**src/hw/gev_regs.vh**
```
// Register map constants for the general event register blocks.
`ifndef GEV_REGS_VH
`define GEV_REGS_VH
// Default block bases in system I/O space; each block starts on a 32-bit boundary.
`define GEV_BANK0_BASE 16'h0040
`define GEV_BANK1_BASE 16'h0048
// Block length in bytes; flags take the first half and the mask the second half.
`define GEV_BLOCK_LEN 16'h0002
// Lid control byte and its fields.
`define GEV_LID_CTRL_ADDR 16'h0200
`define GEV_LID_POLARITY_BIT 0
`define GEV_LID_FLAG_BIT 1
// Query port of the embedded controller event source.
`define GEV_QUERY_ADDR 16'h0062
`define GEV_QUERY_AC 8'h22
`define GEV_QUERY_DOCK 8'h23
// Bank 0 bit positions used by on-chip event sources.
`define GEV_EC_BIT 0
`define GEV_LID_BIT 1
`define GEV_RING_BIT 2
// Reset values.
`define GEV_FLAGS_RESET 8'h00
`define GEV_MASK_RESET 8'h00
`define GEV_LID_POLARITY_RESET 1'b0
// Input synchroniser depth.
`define GEV_SYNC_DEPTH 3
// Edges after reset until every synchronised pin shows its real level.
`define GEV_SYNC_WARM 3'h4
`endif

```
**src/hw/gev_event_blocks.v**
```verilog
// General event register blocks with lid and embedded controller event sources.
`timescale 1ns/1ps
`include "gev_regs.vh"

// Overview of operation
// - Two event blocks, each holding one flag register and one mask register.
// - Each block base sits on a 32-bit aligned I/O address.
// - Flag register fills first half of block, mask register second half.
// - Flag sets while event active, clears only by writing one.
// - Each flag bit pairs with the mask bit at the same position.
// - Interrupt asserts whenever any flag bit and its mask bit are set.
// - While sleeping, a newly set enabled flag raises a wake request.
// - Lid flag sets on press or release, chosen by the polarity bit.
// - Polarity high sets on lid high; polarity low sets on lid low.
// - Lid polarity at bit 0, lid flag at bit 1 of byte 0x200.
// - Lid flag feeds bank 0 flag bit 1 as a child event.
// - Top-level flags hold controller, ring and lid events.
// - Controller flag marks pending queries; query answers 34 for mains, 35 dock.
module gev_event_blocks #(
    parameter [15:0] BANK0_BASE = `GEV_BANK0_BASE,
    parameter [15:0] BANK1_BASE = `GEV_BANK1_BASE,
    parameter [15:0] BLOCK_LEN = `GEV_BLOCK_LEN
) (
    input wire clk_in,
    input wire arst_n_in,
    input wire [15:0] io_addr_in,
    input wire io_rd_in,
    input wire io_wr_in,
    input wire [7:0] io_wdata_in,
    output reg [7:0] io_rdata_out,
    output reg io_rvalid_out,
    input wire [7:0] bank0_event_in,
    input wire [7:0] bank1_event_in,
    input wire lid_in,
    input wire ring_n_in,
    input wire mains_detect_n_in,
    input wire dock_event_in,
    input wire sleeping_in,
    output reg system_control_interrupt_out,
    output reg wake_request_out
);

    // ------------------------------------------------------------
    // Address map
    // ------------------------------------------------------------
    // Flags at the base, mask at base plus half the length; bases are
    // forced onto 32-bit boundaries so a bad parameter cannot misalign.
    localparam [15:0] B0_FLAGS = {BANK0_BASE[15:2], 2'b00};
    localparam [15:0] B0_MASK = B0_FLAGS + {1'b0, BLOCK_LEN[15:1]};
    localparam [15:0] B1_FLAGS = {BANK1_BASE[15:2], 2'b00};
    localparam [15:0] B1_MASK = B1_FLAGS + {1'b0, BLOCK_LEN[15:1]};
    localparam NSYNC = 21;

    // ------------------------------------------------------------
    // Pin synchronisers
    // ------------------------------------------------------------
    wire [NSYNC-1:0] raw_pins;
    reg [NSYNC-1:0] sync1;
    reg [NSYNC-1:0] sync2;
    reg [NSYNC-1:0] sync3;
    reg [NSYNC-1:0] pins;

    assign raw_pins = {sleeping_in, ~ring_n_in, ~mains_detect_n_in, dock_event_in,
                       lid_in, bank1_event_in, bank0_event_in};

    // Three stages per pin; a change is accepted only once stages two and
    // three agree, which filters a single-cycle glitch at the cost of latency.
    genvar gi;
    generate
        for (gi = 0; gi < NSYNC; gi = gi + 1) begin : g_sync
            always @(posedge clk_in or negedge arst_n_in) begin
                if (!arst_n_in) begin
                    sync1[gi] <= 1'b0;
                    sync2[gi] <= 1'b0;
                    sync3[gi] <= 1'b0;
                    pins[gi] <= 1'b0;
                end else begin
                    sync1[gi] <= raw_pins[gi];
                    sync2[gi] <= sync1[gi];
                    sync3[gi] <= sync2[gi];
                    if (sync2[gi] == sync3[gi]) begin
                        pins[gi] <= sync3[gi];
                    end
                end
            end
        end
    endgenerate

    wire [7:0] b0_pin = pins[7:0];
    wire [7:0] b1_pin = pins[15:8];
    wire lid_level = pins[16];
    wire dock_level = pins[17];
    wire mains_level = pins[18];
    wire ring_level = pins[19];
    wire sleep_level = pins[20];

    // Count the edges until the synchronisers hold real pin levels; their
    // cleared state would otherwise read as a closed lid right after reset.
    reg [2:0] sync_warm;
    always @(posedge clk_in or negedge arst_n_in) begin
        if (!arst_n_in) begin
            sync_warm <= 3'h0;
        end else if (sync_warm != `GEV_SYNC_WARM) begin
            sync_warm <= sync_warm + 3'h1;
        end
    end

    // ------------------------------------------------------------
    // Register state
    // ------------------------------------------------------------
    reg [7:0] event_bank0_flags;
    reg [7:0] event_bank0_mask;
    reg [7:0] event_bank1_flags;
    reg [7:0] event_bank1_mask;
    reg lid_polarity_field;
    reg lid_event_field;
    reg mains_pending;
    reg dock_pending;
    reg mains_prev;
    reg dock_prev;

    // Write-one-to-clear byte for an address, zero otherwise.
    function [7:0] clear_byte;
        input [15:0] addr;
        begin
            clear_byte = (io_wr_in && io_addr_in == addr) ? io_wdata_in : 8'h00;
        end
    endfunction

    wire wr_lid = io_wr_in && (io_addr_in == `GEV_LID_CTRL_ADDR);
    wire rd_query = io_rd_in && (io_addr_in == `GEV_QUERY_ADDR);
    wire ec_event = mains_pending | dock_pending;
    // The lid is judged against the polarity being written, so one byte that
    // flips the polarity and clears the flag does not set it again at once.
    wire next_lid_polarity_select = wr_lid ? io_wdata_in[`GEV_LID_POLARITY_BIT] : lid_polarity_field;
    wire lid_hit = (sync_warm == `GEV_SYNC_WARM) && (lid_level == next_lid_polarity_select);

    // On-chip sources join the bank 0 pins at their fixed positions.
    reg [7:0] b0_active;
    always @* begin
        b0_active = b0_pin;
        b0_active[`GEV_EC_BIT] = b0_pin[`GEV_EC_BIT] | ec_event;
        b0_active[`GEV_LID_BIT] = b0_pin[`GEV_LID_BIT] | lid_event_field;
        b0_active[`GEV_RING_BIT] = b0_pin[`GEV_RING_BIT] | ring_level;
    end

    wire [7:0] next_b0_flags = (event_bank0_flags & ~clear_byte(B0_FLAGS)) | b0_active;
    wire [7:0] next_b1_flags = (event_bank1_flags & ~clear_byte(B1_FLAGS)) | b1_pin;

    // Flags: a live event wins over a same-cycle clear so nothing is lost.
    always @(posedge clk_in or negedge arst_n_in) begin
        if (!arst_n_in) begin
            event_bank0_flags <= `GEV_FLAGS_RESET;
            event_bank1_flags <= `GEV_FLAGS_RESET;
            event_bank0_mask <= `GEV_MASK_RESET;
            event_bank1_mask <= `GEV_MASK_RESET;
        end else begin
            event_bank0_flags <= next_b0_flags;
            event_bank1_flags <= next_b1_flags;
            if (io_wr_in && io_addr_in == B0_MASK) begin
                event_bank0_mask <= io_wdata_in;
            end
            if (io_wr_in && io_addr_in == B1_MASK) begin
                event_bank1_mask <= io_wdata_in;
            end
        end
    end

    // Lid control byte: polarity is plain read/write, the lid flag is
    // write-one-to-clear and sets while the lid sits at the selected level.
    always @(posedge clk_in or negedge arst_n_in) begin
        if (!arst_n_in) begin
            lid_polarity_field <= `GEV_LID_POLARITY_RESET;
            lid_event_field <= 1'b0;
        end else begin
            if (wr_lid) begin
                lid_polarity_field <= io_wdata_in[`GEV_LID_POLARITY_BIT];
            end
            lid_event_field <= (lid_event_field &
                                ~(wr_lid & io_wdata_in[`GEV_LID_FLAG_BIT])) | lid_hit;
        end
    end

    // Query sources: an asserting edge on mains detect or dock marks a query pending;
    // a read of the query port answers mains before dock and retires that one.
    always @(posedge clk_in or negedge arst_n_in) begin
        if (!arst_n_in) begin
            mains_pending <= 1'b0;
            dock_pending <= 1'b0;
            mains_prev <= 1'b0;
            dock_prev <= 1'b0;
        end else begin
            mains_prev <= mains_level;
            dock_prev <= dock_level;
            mains_pending <= (mains_pending & ~rd_query) | (mains_level & ~mains_prev);
            dock_pending <= (dock_pending & ~(rd_query & ~mains_pending)) |
                            (dock_level & ~dock_prev);
        end
    end

    // ------------------------------------------------------------
    // Read data, interrupt and wake
    // ------------------------------------------------------------
    reg [7:0] next_rdata;
    always @* begin
        if (io_addr_in == B0_FLAGS) begin
            next_rdata = event_bank0_flags;
        end else if (io_addr_in == B0_MASK) begin
            next_rdata = event_bank0_mask;
        end else if (io_addr_in == B1_FLAGS) begin
            next_rdata = event_bank1_flags;
        end else if (io_addr_in == B1_MASK) begin
            next_rdata = event_bank1_mask;
        end else if (io_addr_in == `GEV_LID_CTRL_ADDR) begin
            next_rdata = {6'h00, lid_event_field, lid_polarity_field};
        end else if (io_addr_in == `GEV_QUERY_ADDR) begin
            next_rdata = mains_pending ? `GEV_QUERY_AC :
                         (dock_pending ? `GEV_QUERY_DOCK : 8'h00);
        end else begin
            next_rdata = 8'h00;
        end
    end

    wire [7:0] b0_live = event_bank0_flags & event_bank0_mask;
    wire [7:0] b1_live = event_bank1_flags & event_bank1_mask;
    wire [7:0] b0_rise = next_b0_flags & ~event_bank0_flags & event_bank0_mask;
    wire [7:0] b1_rise = next_b1_flags & ~event_bank1_flags & event_bank1_mask;

    // Wake is held until the system leaves sleep, so the power sequencer
    // cannot miss a short request.
    always @(posedge clk_in or negedge arst_n_in) begin
        if (!arst_n_in) begin
            io_rdata_out <= 8'h00;
            io_rvalid_out <= 1'b0;
            system_control_interrupt_out <= 1'b0;
            wake_request_out <= 1'b0;
        end else begin
            io_rvalid_out <= io_rd_in;
            io_rdata_out <= io_rd_in ? next_rdata : 8'h00;
            system_control_interrupt_out <= |{b0_live, b1_live};
            wake_request_out <= sleep_level & (wake_request_out | (|{b0_rise, b1_rise}));
        end
    end

endmodule // gev_event_blocks

```
**config.mk**
```make
export PLATFORM = sky130hd
export DESIGN_NAME = gev_event_blocks
export DESIGN_NICKNAME = d
export VERILOG_FILES = /design/src/hw/gev_event_blocks.v
export VERILOG_INCLUDE_DIRS = /design/src /design/src/hw
export SDC_FILE = /design/constraint.sdc
export NUM_CORES = 1
export LEC_CHECK = 0
export ABC_AREA = 1
export BUFFER_PORTS_ARGS = -buffer_cell sky130_fd_sc_hd__buf_2
export CAP_MARGIN = 20
export CORE_MARGIN = 2
export CORE_UTILIZATION = 50
export DETAILED_ROUTE_END_ITERATION = 6
export HOLD_SLACK_MARGIN = 0.05
export PLACE_DENSITY = 0.68
export SKIP_CTS_REPAIR_TIMING = 1
export SYNTH_ARGS = -nofsm -noshare
export SYNTH_HDL_FRONTEND = slang
export SYNTH_SLANG_ARGS = --single-unit
```
**constraint.sdc**
```tcl
create_clock -name clk_in -period 2 [get_ports clk_in]
set_input_delay 0.3 -clock clk_in [delete_from_list [all_inputs] [get_ports clk_in]]
set_output_delay 0.3 -clock clk_in [all_outputs]
set_load 0.05 [all_outputs]
```
==> impl_results.md, run 1 <==
- Clk buf depth: 2
- Leak: 3.10 nW
- CTS tree: built
- Max Freq: 687 MHz
- Setup Skew: 6.66 ps
- Commonest non-fill, non-tap cell in the layout: dfrtp_1
- Clock Sinks: 136
- Drt wl/cell: 13.7 um
- Sequential power share: 47.1%
- WP buf/inv: 1
- Mapped Area: 0.00527 mm^2
- Pre-CTS setup slack: 231 ps
- Critical-path cell list: buf_2
- Final worst slack: 545 ps
- Root buffer cell: clkbuf_8
- Post-route setup TNS: 0 ps
- Worst EP arrival: 1160 ps
- Crit-path max FO: 2
- Max rail drop VDD: 0.970 mV
- Final Hold Viols: 0
- Input/output buffers: 59
- I/O Pins: 60
- Vias in the first global route: 3558
- Core Area: 0.0103 mm^2
- Area growth from synthesis to layout: 24.5%
- Main synth FF type: dfrtp_1
- Post-layout min period: 1460 ps
- Finished Layout Cells: 718
- Hold path startpoint: io_wdata_in[6]
- Startpoint Class: register
- Slowest cell delay on critical path: 370 ps
- Total Power: 6.21 mW
- Rows: 37
- Post-DP HPWL: 6860 um
- Worst setup EP type: output port
- Setup-failing EPs final: 0
- Syn avg cell area: 11.2 um^2
- Result of the run: completed
- Net Count, Synth: 520
- Fin. max-slew vios: 0
- RR Endpoint: io_rdata_out[5]
- Clk Latency, worst-skew pair: 520 ps
- 1st-iter DRT viols: 242
- CP delay by family, top: flip-flops
- DRT antenna net count: 0
- GRT Overall Usage: 19.8%
- Initial Util: 51.2%
- Required time of the critical path: 1700 ps
- H-tree lvl count: 4
- Hold EP: event_bank0_mask[6]
- Clk slew on worst S/H paths: 60 ps
- Synth cell types: 36
- Fraction of layout cells with a size suffix above 1: 25.8%
- Vias/cell: 4.89
- Switching Share: 22.8%
- Seq cells post-synth: 136
- P_sw: 1.42 mW
- Inserted Diodes: 0
- Die Wd: 107 um
- First-pass GRT wire length: 17000 um
- Die area: 0.0114 mm^2
- Layout Utilization: 63.8%
- GRT overflow: 0
- Total wire length: 9800 um
- Part of the Yosys area used for sequential elements: 64.6%
- Reg2Reg Setup Slack: 700 ps
- TritonRoute pass-1 iters: 4
- RSZ-0062 raised after global routing: false
- CP Class: reg2out
- Gate Count Post-Synth: 469
- Asr flop ratio synth: 100%
- Final period utilization: 72.8%
- Warnings from Yosys: 0
- Cells on worst reg2reg path: 8
- P per Cell Area: 947 mW/mm^2
- Cts bufs inserted: 17
- Initial antenna violation count: 0
- Clock power frac: 48.4%
- Routed vias: 3513
- Routability congestion estimate: 0.869
- Maxcap violations: 0
- Hold crit path type: in2reg
- Relative slew slack: 61.0%
- Die Y: 107 um
- Highest-count cells in the layout ignoring fill and taps: dfrtp_1, nand2_1, buf_2
- Pin count of the biggest net entering global routing: 54
- Combinational share of power: 4.4%
- P_int: 4.79 mW
- Inst Count DP: 663
- Fin nets: 620
- DRC: 0
- Tightest Pin Transition: 584 ps
- Hold Crit Depth: 3
- Slowest cell on crit path: dfrtp_1
- Post-synth EDFFs: 0
- Reg2reg start: mains_pending
-- flip-flops by register name, summed over array words and instances (netlist names), 3 cells and up --
register,flops
io_rdata_out,8
event_bank0_flags,8
b1_pin,8
sync_warm,3
sync1,21
b0_active,5
event_bank1_flags,8
b0_pin,3
event_bank0_mask,8
event_bank1_mask,8
sync2,21
sync3,21
-- cells in the mapped netlist (2+ instances only) --
| cell type | count | area [um^2] |
|---|---|---|
| o21ai_0 | 22 | 110 |
| nand3_1 | 21 | 105 |
| nor2_1 | 36 | 135 |
| maj3_1 | 21 | 210 |
| nor2_4 | 7 | 78.8 |
| nand2_4 | 4 | 45.0 |
| a21oi_1 | 4 | 20.0 |
| o2111a_1 | 2 | 22.5 |
| o21ai_1 | 9 | 45.0 |
| nand2_2 | 6 | 37.5 |
| ha_1 | 2 | 25.0 |
| buf_6 | 4 | 45.0 |
| nor2_2 | 7 | 43.8 |
| a21oi_2 | 4 | 35.0 |
| inv_1 | 50 | 188 |
| inv_2 | 4 | 15.0 |
| o21bai_1 | 7 | 52.6 |
| dfrtp_1 | 136 | 3400 |
| nand2_1 | 80 | 300 |
| o21ai_2 | 17 | 149 |
| nor3_1 | 8 | 40.0 |
| nand3_2 | 2 | 20.0 |
| a221oi_1 | 3 | 26.3 |
-- per-layer routing --
metal	part of all wire (%)	GRT usage, %
met5	0	0
met4	0.99	6.03
met3	5.2	6.20
met2	47	31.0
met1	46	26.7
-- through the flow --
step	instance area, um^2	hold slack (ps)
4_1_cts	6320	-276
3_3_place_gp	5740	279
6_report	6550	98.9
5_1_grt	6550	109
3_5_place_dp	5740	287
2_1_floorplan	5270	4.41
-- how the worst max path moves through the flow --
stage          depth (start not counted)  slack (ps)                   to              from
3_3_place_gp                           8         300      io_rdata_out[5]    io_addr_in[13]
3_5_place_dp                           8         230      io_rdata_out[5]    io_addr_in[13]
6_report                               1         540     wake_request_out  wake_request_out
2_1_floorplan                          8         670  event_bank1_mask[5]    io_addr_in[13]
5_1_grt                                1         500     wake_request_out  wake_request_out
4_1_cts                                1         510     wake_request_out  wake_request_out
-- area by class of cell --
class                   instances  area, um^2
well taps                     136         170
fillers                       823        3720
inverters                      55         206
flip-flops and latches        136        3400
multi-input cells             273        1610
clock inverters                15         168
clock buffers                  17         414
repair buffers                 86         587
-- power groups by stage --
stage	clock [mW]	sequential (mW)	combinational [mW]
finish	3.01	2.92	0.276
global route	3.21	2.94	0.312
CTS	3.07	2.93	0.250
detailed placement	0	2.97	0.250
global placement	0	2.97	0.242
floorplan	0	2.96	0.0994
-- kinds of logic after synthesis --
logic type                 after synthesis  share of synthesized area, %
and+or+nand+nor                        177                          16.5
DFF                                    136                          64.6
AOI/OAI and AO/OA                       71                          9.15
buffers and inverters                   60                          4.87
adders and majority gates               23                          4.47
xor gates and xnor gates                 2                         0.333
Note: power is estimated with default switching activity, not from simulation.
==> run 2: changes to the inputs <==
- ABC_AREA: 1 -> 0
- PLACE_DENSITY: 0.68 -> 0.71
- clock period: 2 -> 1.3 ns (I/O delays scaled with it)
==> impl_results.md, run 2 <==
- Result of the run: finished, violations left
- Violated checks: setup timing
- Die Y: 104 um
- Post-DP HPWL: 7640 um
- CP Class: reg2reg
- Initial Util: 51.2%
- Highest-count cells in the layout ignoring fill and taps: dfrtp_1, buf_4, buf_2
- Drt wl/cell: 17.6 um
- Multi-input logic area: 0.00161 mm^2
- Synth Area in Adders: 4.72%
- Synth top area share: 68.4%
- Multiplexer share of the synthesized area: 4.62%
- Critical-path cell list: nor2_2 -> o32a_1 -> o221ai_2 -> or3_1 -> o41a_1
- Sequential Area: 0.00340 mm^2
- Main combinational cell family by area after synthesis: simple AND/OR/NAND/NOR gates
- Post-Synth XOR/XNOR Area: 0.176%
- GRT Overall Usage: 22.6%
- Layout Utilization: 72.9%
- Synth cell types: 57
- Rows: 36
- Reg2Reg Setup Slack: -330 ps
- H-tree lvl count: 4
- Clk Latency, worst-skew pair: 510 ps
- Fraction of layout cells with a size suffix above 1: 37.2%
- Routability congestion estimate: 0.896
- 1st-iter DRT viols: 258
- GRT overflow: 0
- Setup Skew: 6.79 ps
- RSZ-0062 raised after global routing: true
- Max rail drop VDD: 1.10 mV
- Final worst slack: -335 ps
- Worst setup EP type: register
- I/O Pins: 60
- Inst Count DP: 600
- Leak: 3.20 nW
- Commonest cells post-synth: dfrtp_1, nand2_1, maj3_1, mux2_2, a21o_1
- CP delay by family, top: compound AO/OA/AOI/OAI gates
- Clk buf depth: 2
- Clk slew on worst S/H paths: 60 ps
- P per Cell Area: 1400 mW/mm^2
- First-pass GRT wire length: 18600 um
- Finished Layout Cells: 668
- Input/output buffers: 59
- Cts bufs inserted: 17
- Fin. max-slew vios: 0
- Syn avg cell area: 14.3 um^2
- Dominant cell type by area after synthesis: dfrtp_1
- Largest registers: sync1: 21 flops, sync2: 21 flops, sync3: 21 flops
- Maxcap violations: 0
- Post-synth EDFFs: 0
- Core Area: 0.00973 mm^2
- Slowest cell on crit path: dfrtp_1
- Crit-path max FO: 2
- Post-layout min period: 1630 ps
- Startpoint Class: register
- Root buffer cell: clkbuf_8
- Mapped Area: 0.00498 mm^2
- Worst EP arrival: 2020 ps
- Die area: 0.0108 mm^2
- Clock Sinks: 136
- Area growth from synthesis to layout: 42.5%
- Simple-gate share of the synthesized area: 10.9%
- Initial antenna violation count: 0
- Tightest Pin Transition: 384 ps
- Count leader, synth: dfrtp_1
- Final Hold Viols: 0
- Routed vias: 3573
- Seq cells post-synth: 136
- Net Count, Synth: 400
- Gate Count Post-Synth: 349
- Synth Area in Compound Gates: 9.60%
- Pin count of the biggest net entering global routing: 46
- Main synth FF type: dfrtp_1
- DRT antenna net count: 0
- Required time of the critical path: 1690 ps
- Reg2reg start: lid_event_field
- Top post-synthesis cells by area: dfrtp_1, maj3_1, mux2_2
- Hold crit path type: in2reg
- Warnings from Yosys: 0
- Commonest non-fill, non-tap cell in the layout: dfrtp_1
- Fin nets: 574
- Final period utilization: 126%
- Die Wd: 104 um
- CTS tree: built
- Fillers: 651
- Hold path startpoint: io_wr_in
- TritonRoute pass-1 iters: 4
- Max Freq: 612 MHz
- Relative slew slack: 74.4%
- Vias in the first global route: 3693
- WP buf/inv: 0
- Vias/cell: 5.35
- CP startpoint: lid_event_field
- Setup-failing EPs final: 9
- Part of the Yosys area used for sequential elements: 68.4%
- DRC: 0
- Total wire length: 11700 um
- Slowest cell delay on critical path: 410 ps
- Asr flop ratio synth: 100%
- Inserted Diodes: 0
## run 2: cell types whose count changed in the layout (fill, tap and decap cells not counted), sizes merged, moves of 16 or more
cell,previous run,this run
nor2,51,14
buf,63,129
mux2,0,16
nand2,90,30
o21ai,48,7
inv,59,16
## run 2: worst paths after layout
kind,endpoint,cells past startpoint
min in group asynchronous,sync1[4],2
hold reg to reg,sync2[15],0
setup / recovery,wake_request_out,5
setup reg to reg,wake_request_out,5
max in group asynchronous,system_control_interrupt_out,3
hold / removal,lid_event_field,3
## run 2: stage by stage
step	total power, mW	TNS, ps	instance area (um^2)	setup slack (ps)	hold WS [ps]
final	9.95	-790	7100	-335	92.7
after global routing	10.3	-1860	7100	-384	90.7
after CTS	9.97	-1490	6580	-433	-434
after detailed placement	5.03	-23150	5970	-718	114
after global placement	5.00	-21470	5970	-649	111
after floorplan	4.68	-13500	5040	-454	-101
## run 2: logic make-up (layout without fill, tap and decap cells)
family,after synthesis,after routing
flops,136,136
fa+ha+maj,23,23
xor+xnor,1,1
compound gates,60,60
simple gates,89,89
buf+inv,19,205
mux,21,21
## run 2: metal layers
| metal | vias to the layer above | part of all wire, % | track usage (%) |
|---|---|---|---|
| met5 | - | 0 | 0 |
| met4 | 0 | 2.0 | 7.92 |
| met3 | 22 | 6.7 | 8.43 |
| met2 | 153 | 50 | 37.1 |
| met1 | 1764 | 41 | 27.7 |
| li1 | 1634 | - | - |
## run 2: power breakdown
part	leakage [nW]	switching [mW]	internal [mW]
sequential	1.59	0.0955	4.41
clock	0.293	1.73	3.17
combinational	1.31	0.263	0.282
## run 2: cell type report
cell class	count	share of cell area, %
flip-flops and latches	136	48.0
clock inverters	10	2.36
inverters	14	0.741
repair buffers	160	17.7
clock buffers	21	6.19
well taps	133	2.35
multi-input cells	194	22.7
## run 2: tightest hold or removal path, cell delays in order
cell,delay (ps)
buf_2,150
nand3_1,80
a221o_1,140
==> run 3: changes to the inputs <==
- CELL_PAD_IN_SITES_DETAIL_PLACEMENT: default -> 1
- CELL_PAD_IN_SITES_GLOBAL_PLACEMENT: default -> 2
- CORE_UTILIZATION: 50 -> 36
- PLACE_DENSITY: 0.71 -> 0.72
==> impl_results.md, run 3 (same netlist as run 2, synthesis figures left out) <==
- Result of the run: finished, violations left
- Violated checks: setup timing
- Fillers: 1344
- Wire length on met3: 532 um
- CP Class: in2reg
- Fin. max-slew vios: 0
- Inserted Diodes: 0
- Largest registers: sync1: 21 flops, sync2: 21 flops, sync3: 21 flops
- Post-route cell area: 0.00746 mm^2
- TritonRoute pass-1 iters: 4
- Cts bufs inserted: 17
- Maxcap violations: 0
- Relative slew slack: 78.2%
- Final Hold Viols: 0
- Commonest non-fill, non-tap cell in the layout: dfrtp_1
- Required time of the critical path: 1600 ps
- Setup Skew: 9.75 ps
- Pre-CTS setup slack: -730 ps
- Initial Util: 37.3%
- Die Wd: 122 um
- GRT overflow: 0
- Core Area: 0.0133 mm^2
- CP startpoint: io_addr_in[13]
- Area growth from synthesis to layout: 49.9%
- Pin count of the biggest net entering global routing: 44
- Top layer in use: met4
- Clk slew on worst S/H paths: 60 ps
- Placed cell areas: 0.00609 mm^2
- First-pass GRT wire length: 19900 um
- Worst EP arrival: 1910 ps
- Clk buf depth: 2
- H-tree lvl count: 4
- Routed vias: 3593
- Worst setup EP type: register
- Final worst slack: -312 ps
- Post-layout min period: 1610 ps
- Clock Sinks: 136
- Critical-path cell list: buf_8 -> or4_4 -> nor4_4 -> buf_4 -> and3_4 -> a2111oi_4 -> a221o_1
- P per Cell Area: 1380 mW/mm^2
- Detail Route met2 WL: 6450 um
- WP buf/inv: 2
- Setup-failing EPs final: 36
- Initial antenna violation count: 0
- RSZ-0062 raised after global routing: true
- Vias in the first global route: 3812
- Slowest cell delay on critical path: 580 ps
- DRC: 0
- Startpoint Class: primary input
- I/O Pins: 60
- Die area: 0.0148 mm^2
- GRT Overall Usage: 18.3%
- Fin nets: 580
- Max rail drop VDD: 1.06 mV
- 1st-iter DRT viols: 187
- Input/output buffers: 59
- Final period utilization: 124%
- Drt wl/cell: 18.2 um
- Total wire length: 13100 um
- Hold path startpoint: io_wdata_in[4]
- Vias/cell: 5.00
- Crit-path max FO: 4
- Routability congestion estimate: 0.804
- Reg2reg start: lid_event_field
- Fraction of layout cells with a size suffix above 1: 45.4%
- CTS tree: built
- Highest-count cells in the layout ignoring fill and taps: dfrtp_1, buf_4, buf_2
- Die Y: 122 um
- DRT antenna net count: 0
- Tightest Pin Transition: 324 ps
- Hold crit path type: in2reg
- Root buffer cell: clkbuf_16
- Post-DP HPWL: 8840 um
- Leak: 3.37 nW
- CP delay by family, top: simple AND/OR/NAND/NOR gates
- Routed met1 length: 5750 um
- Rows: 42
- Slowest cell on crit path: or4_4
- Clk Latency, worst-skew pair: 420 ps
- Max Freq: 620 MHz
-- run 3: layout make-up --
class	instances	area, um^2	share of cell area (%)
sequential	136	3400	45.6
multi-input combinational	194	1790	24.0
timing repair buffer	166	1350	18.0
clock buffer	21	480	6.44
tap	176	220	2.95
clock inverter	11	168	2.25
inverter	14	52.6	0.704
-- run 3: stage by stage --
step | util (%) | power, mW | hold WS (ps) | std cells | setup TNS (ps)
floorplan | - | 4.68 | -101 | 349 | -13500
global placement | 45.6 | 5.03 | 54.9 | 647 | -22130
detailed placement | 45.6 | 5.06 | 58.4 | 647 | -24040
CTS | 50.5 | 10.3 | -395 | 679 | -4650
global route | 55.9 | 10.7 | 84.4 | 718 | -6460
finish | 55.9 | 10.3 | 83.2 | 718 | -4240
-- run 3: metal layers --
| layer | GRT usage [%] | vias up |
|---|---|---|
| met3 | 4.96 | 23 |
| met4 | 8.33 | 0 |
| met2 | 29.7 | 93 |
| met1 | 23.0 | 1824 |
| met5 | 0 | - |
| li1 | - | 1653 |
-- run 3: power breakdown --
group	internal, mW	switching, mW	total (mW)
Sequential	4.41	0.0893	4.50
Combinational	0.299	0.284	0.583
Clock	3.41	1.77	5.18
-- run 3: final timing paths --
path | cells past startpoint | to | slack (ps)
setup / recovery | 7 | lid_event_field | -310
hold / removal | 2 | event_bank1_mask[4] | 80
setup reg to reg | 5 | wake_request_out | -290
hold reg to reg | 0 | sync2[15] | 340
max in group asynchronous | 3 | event_bank0_flags[1] | 630
min in group asynchronous | 2 | sync1[4] | 180
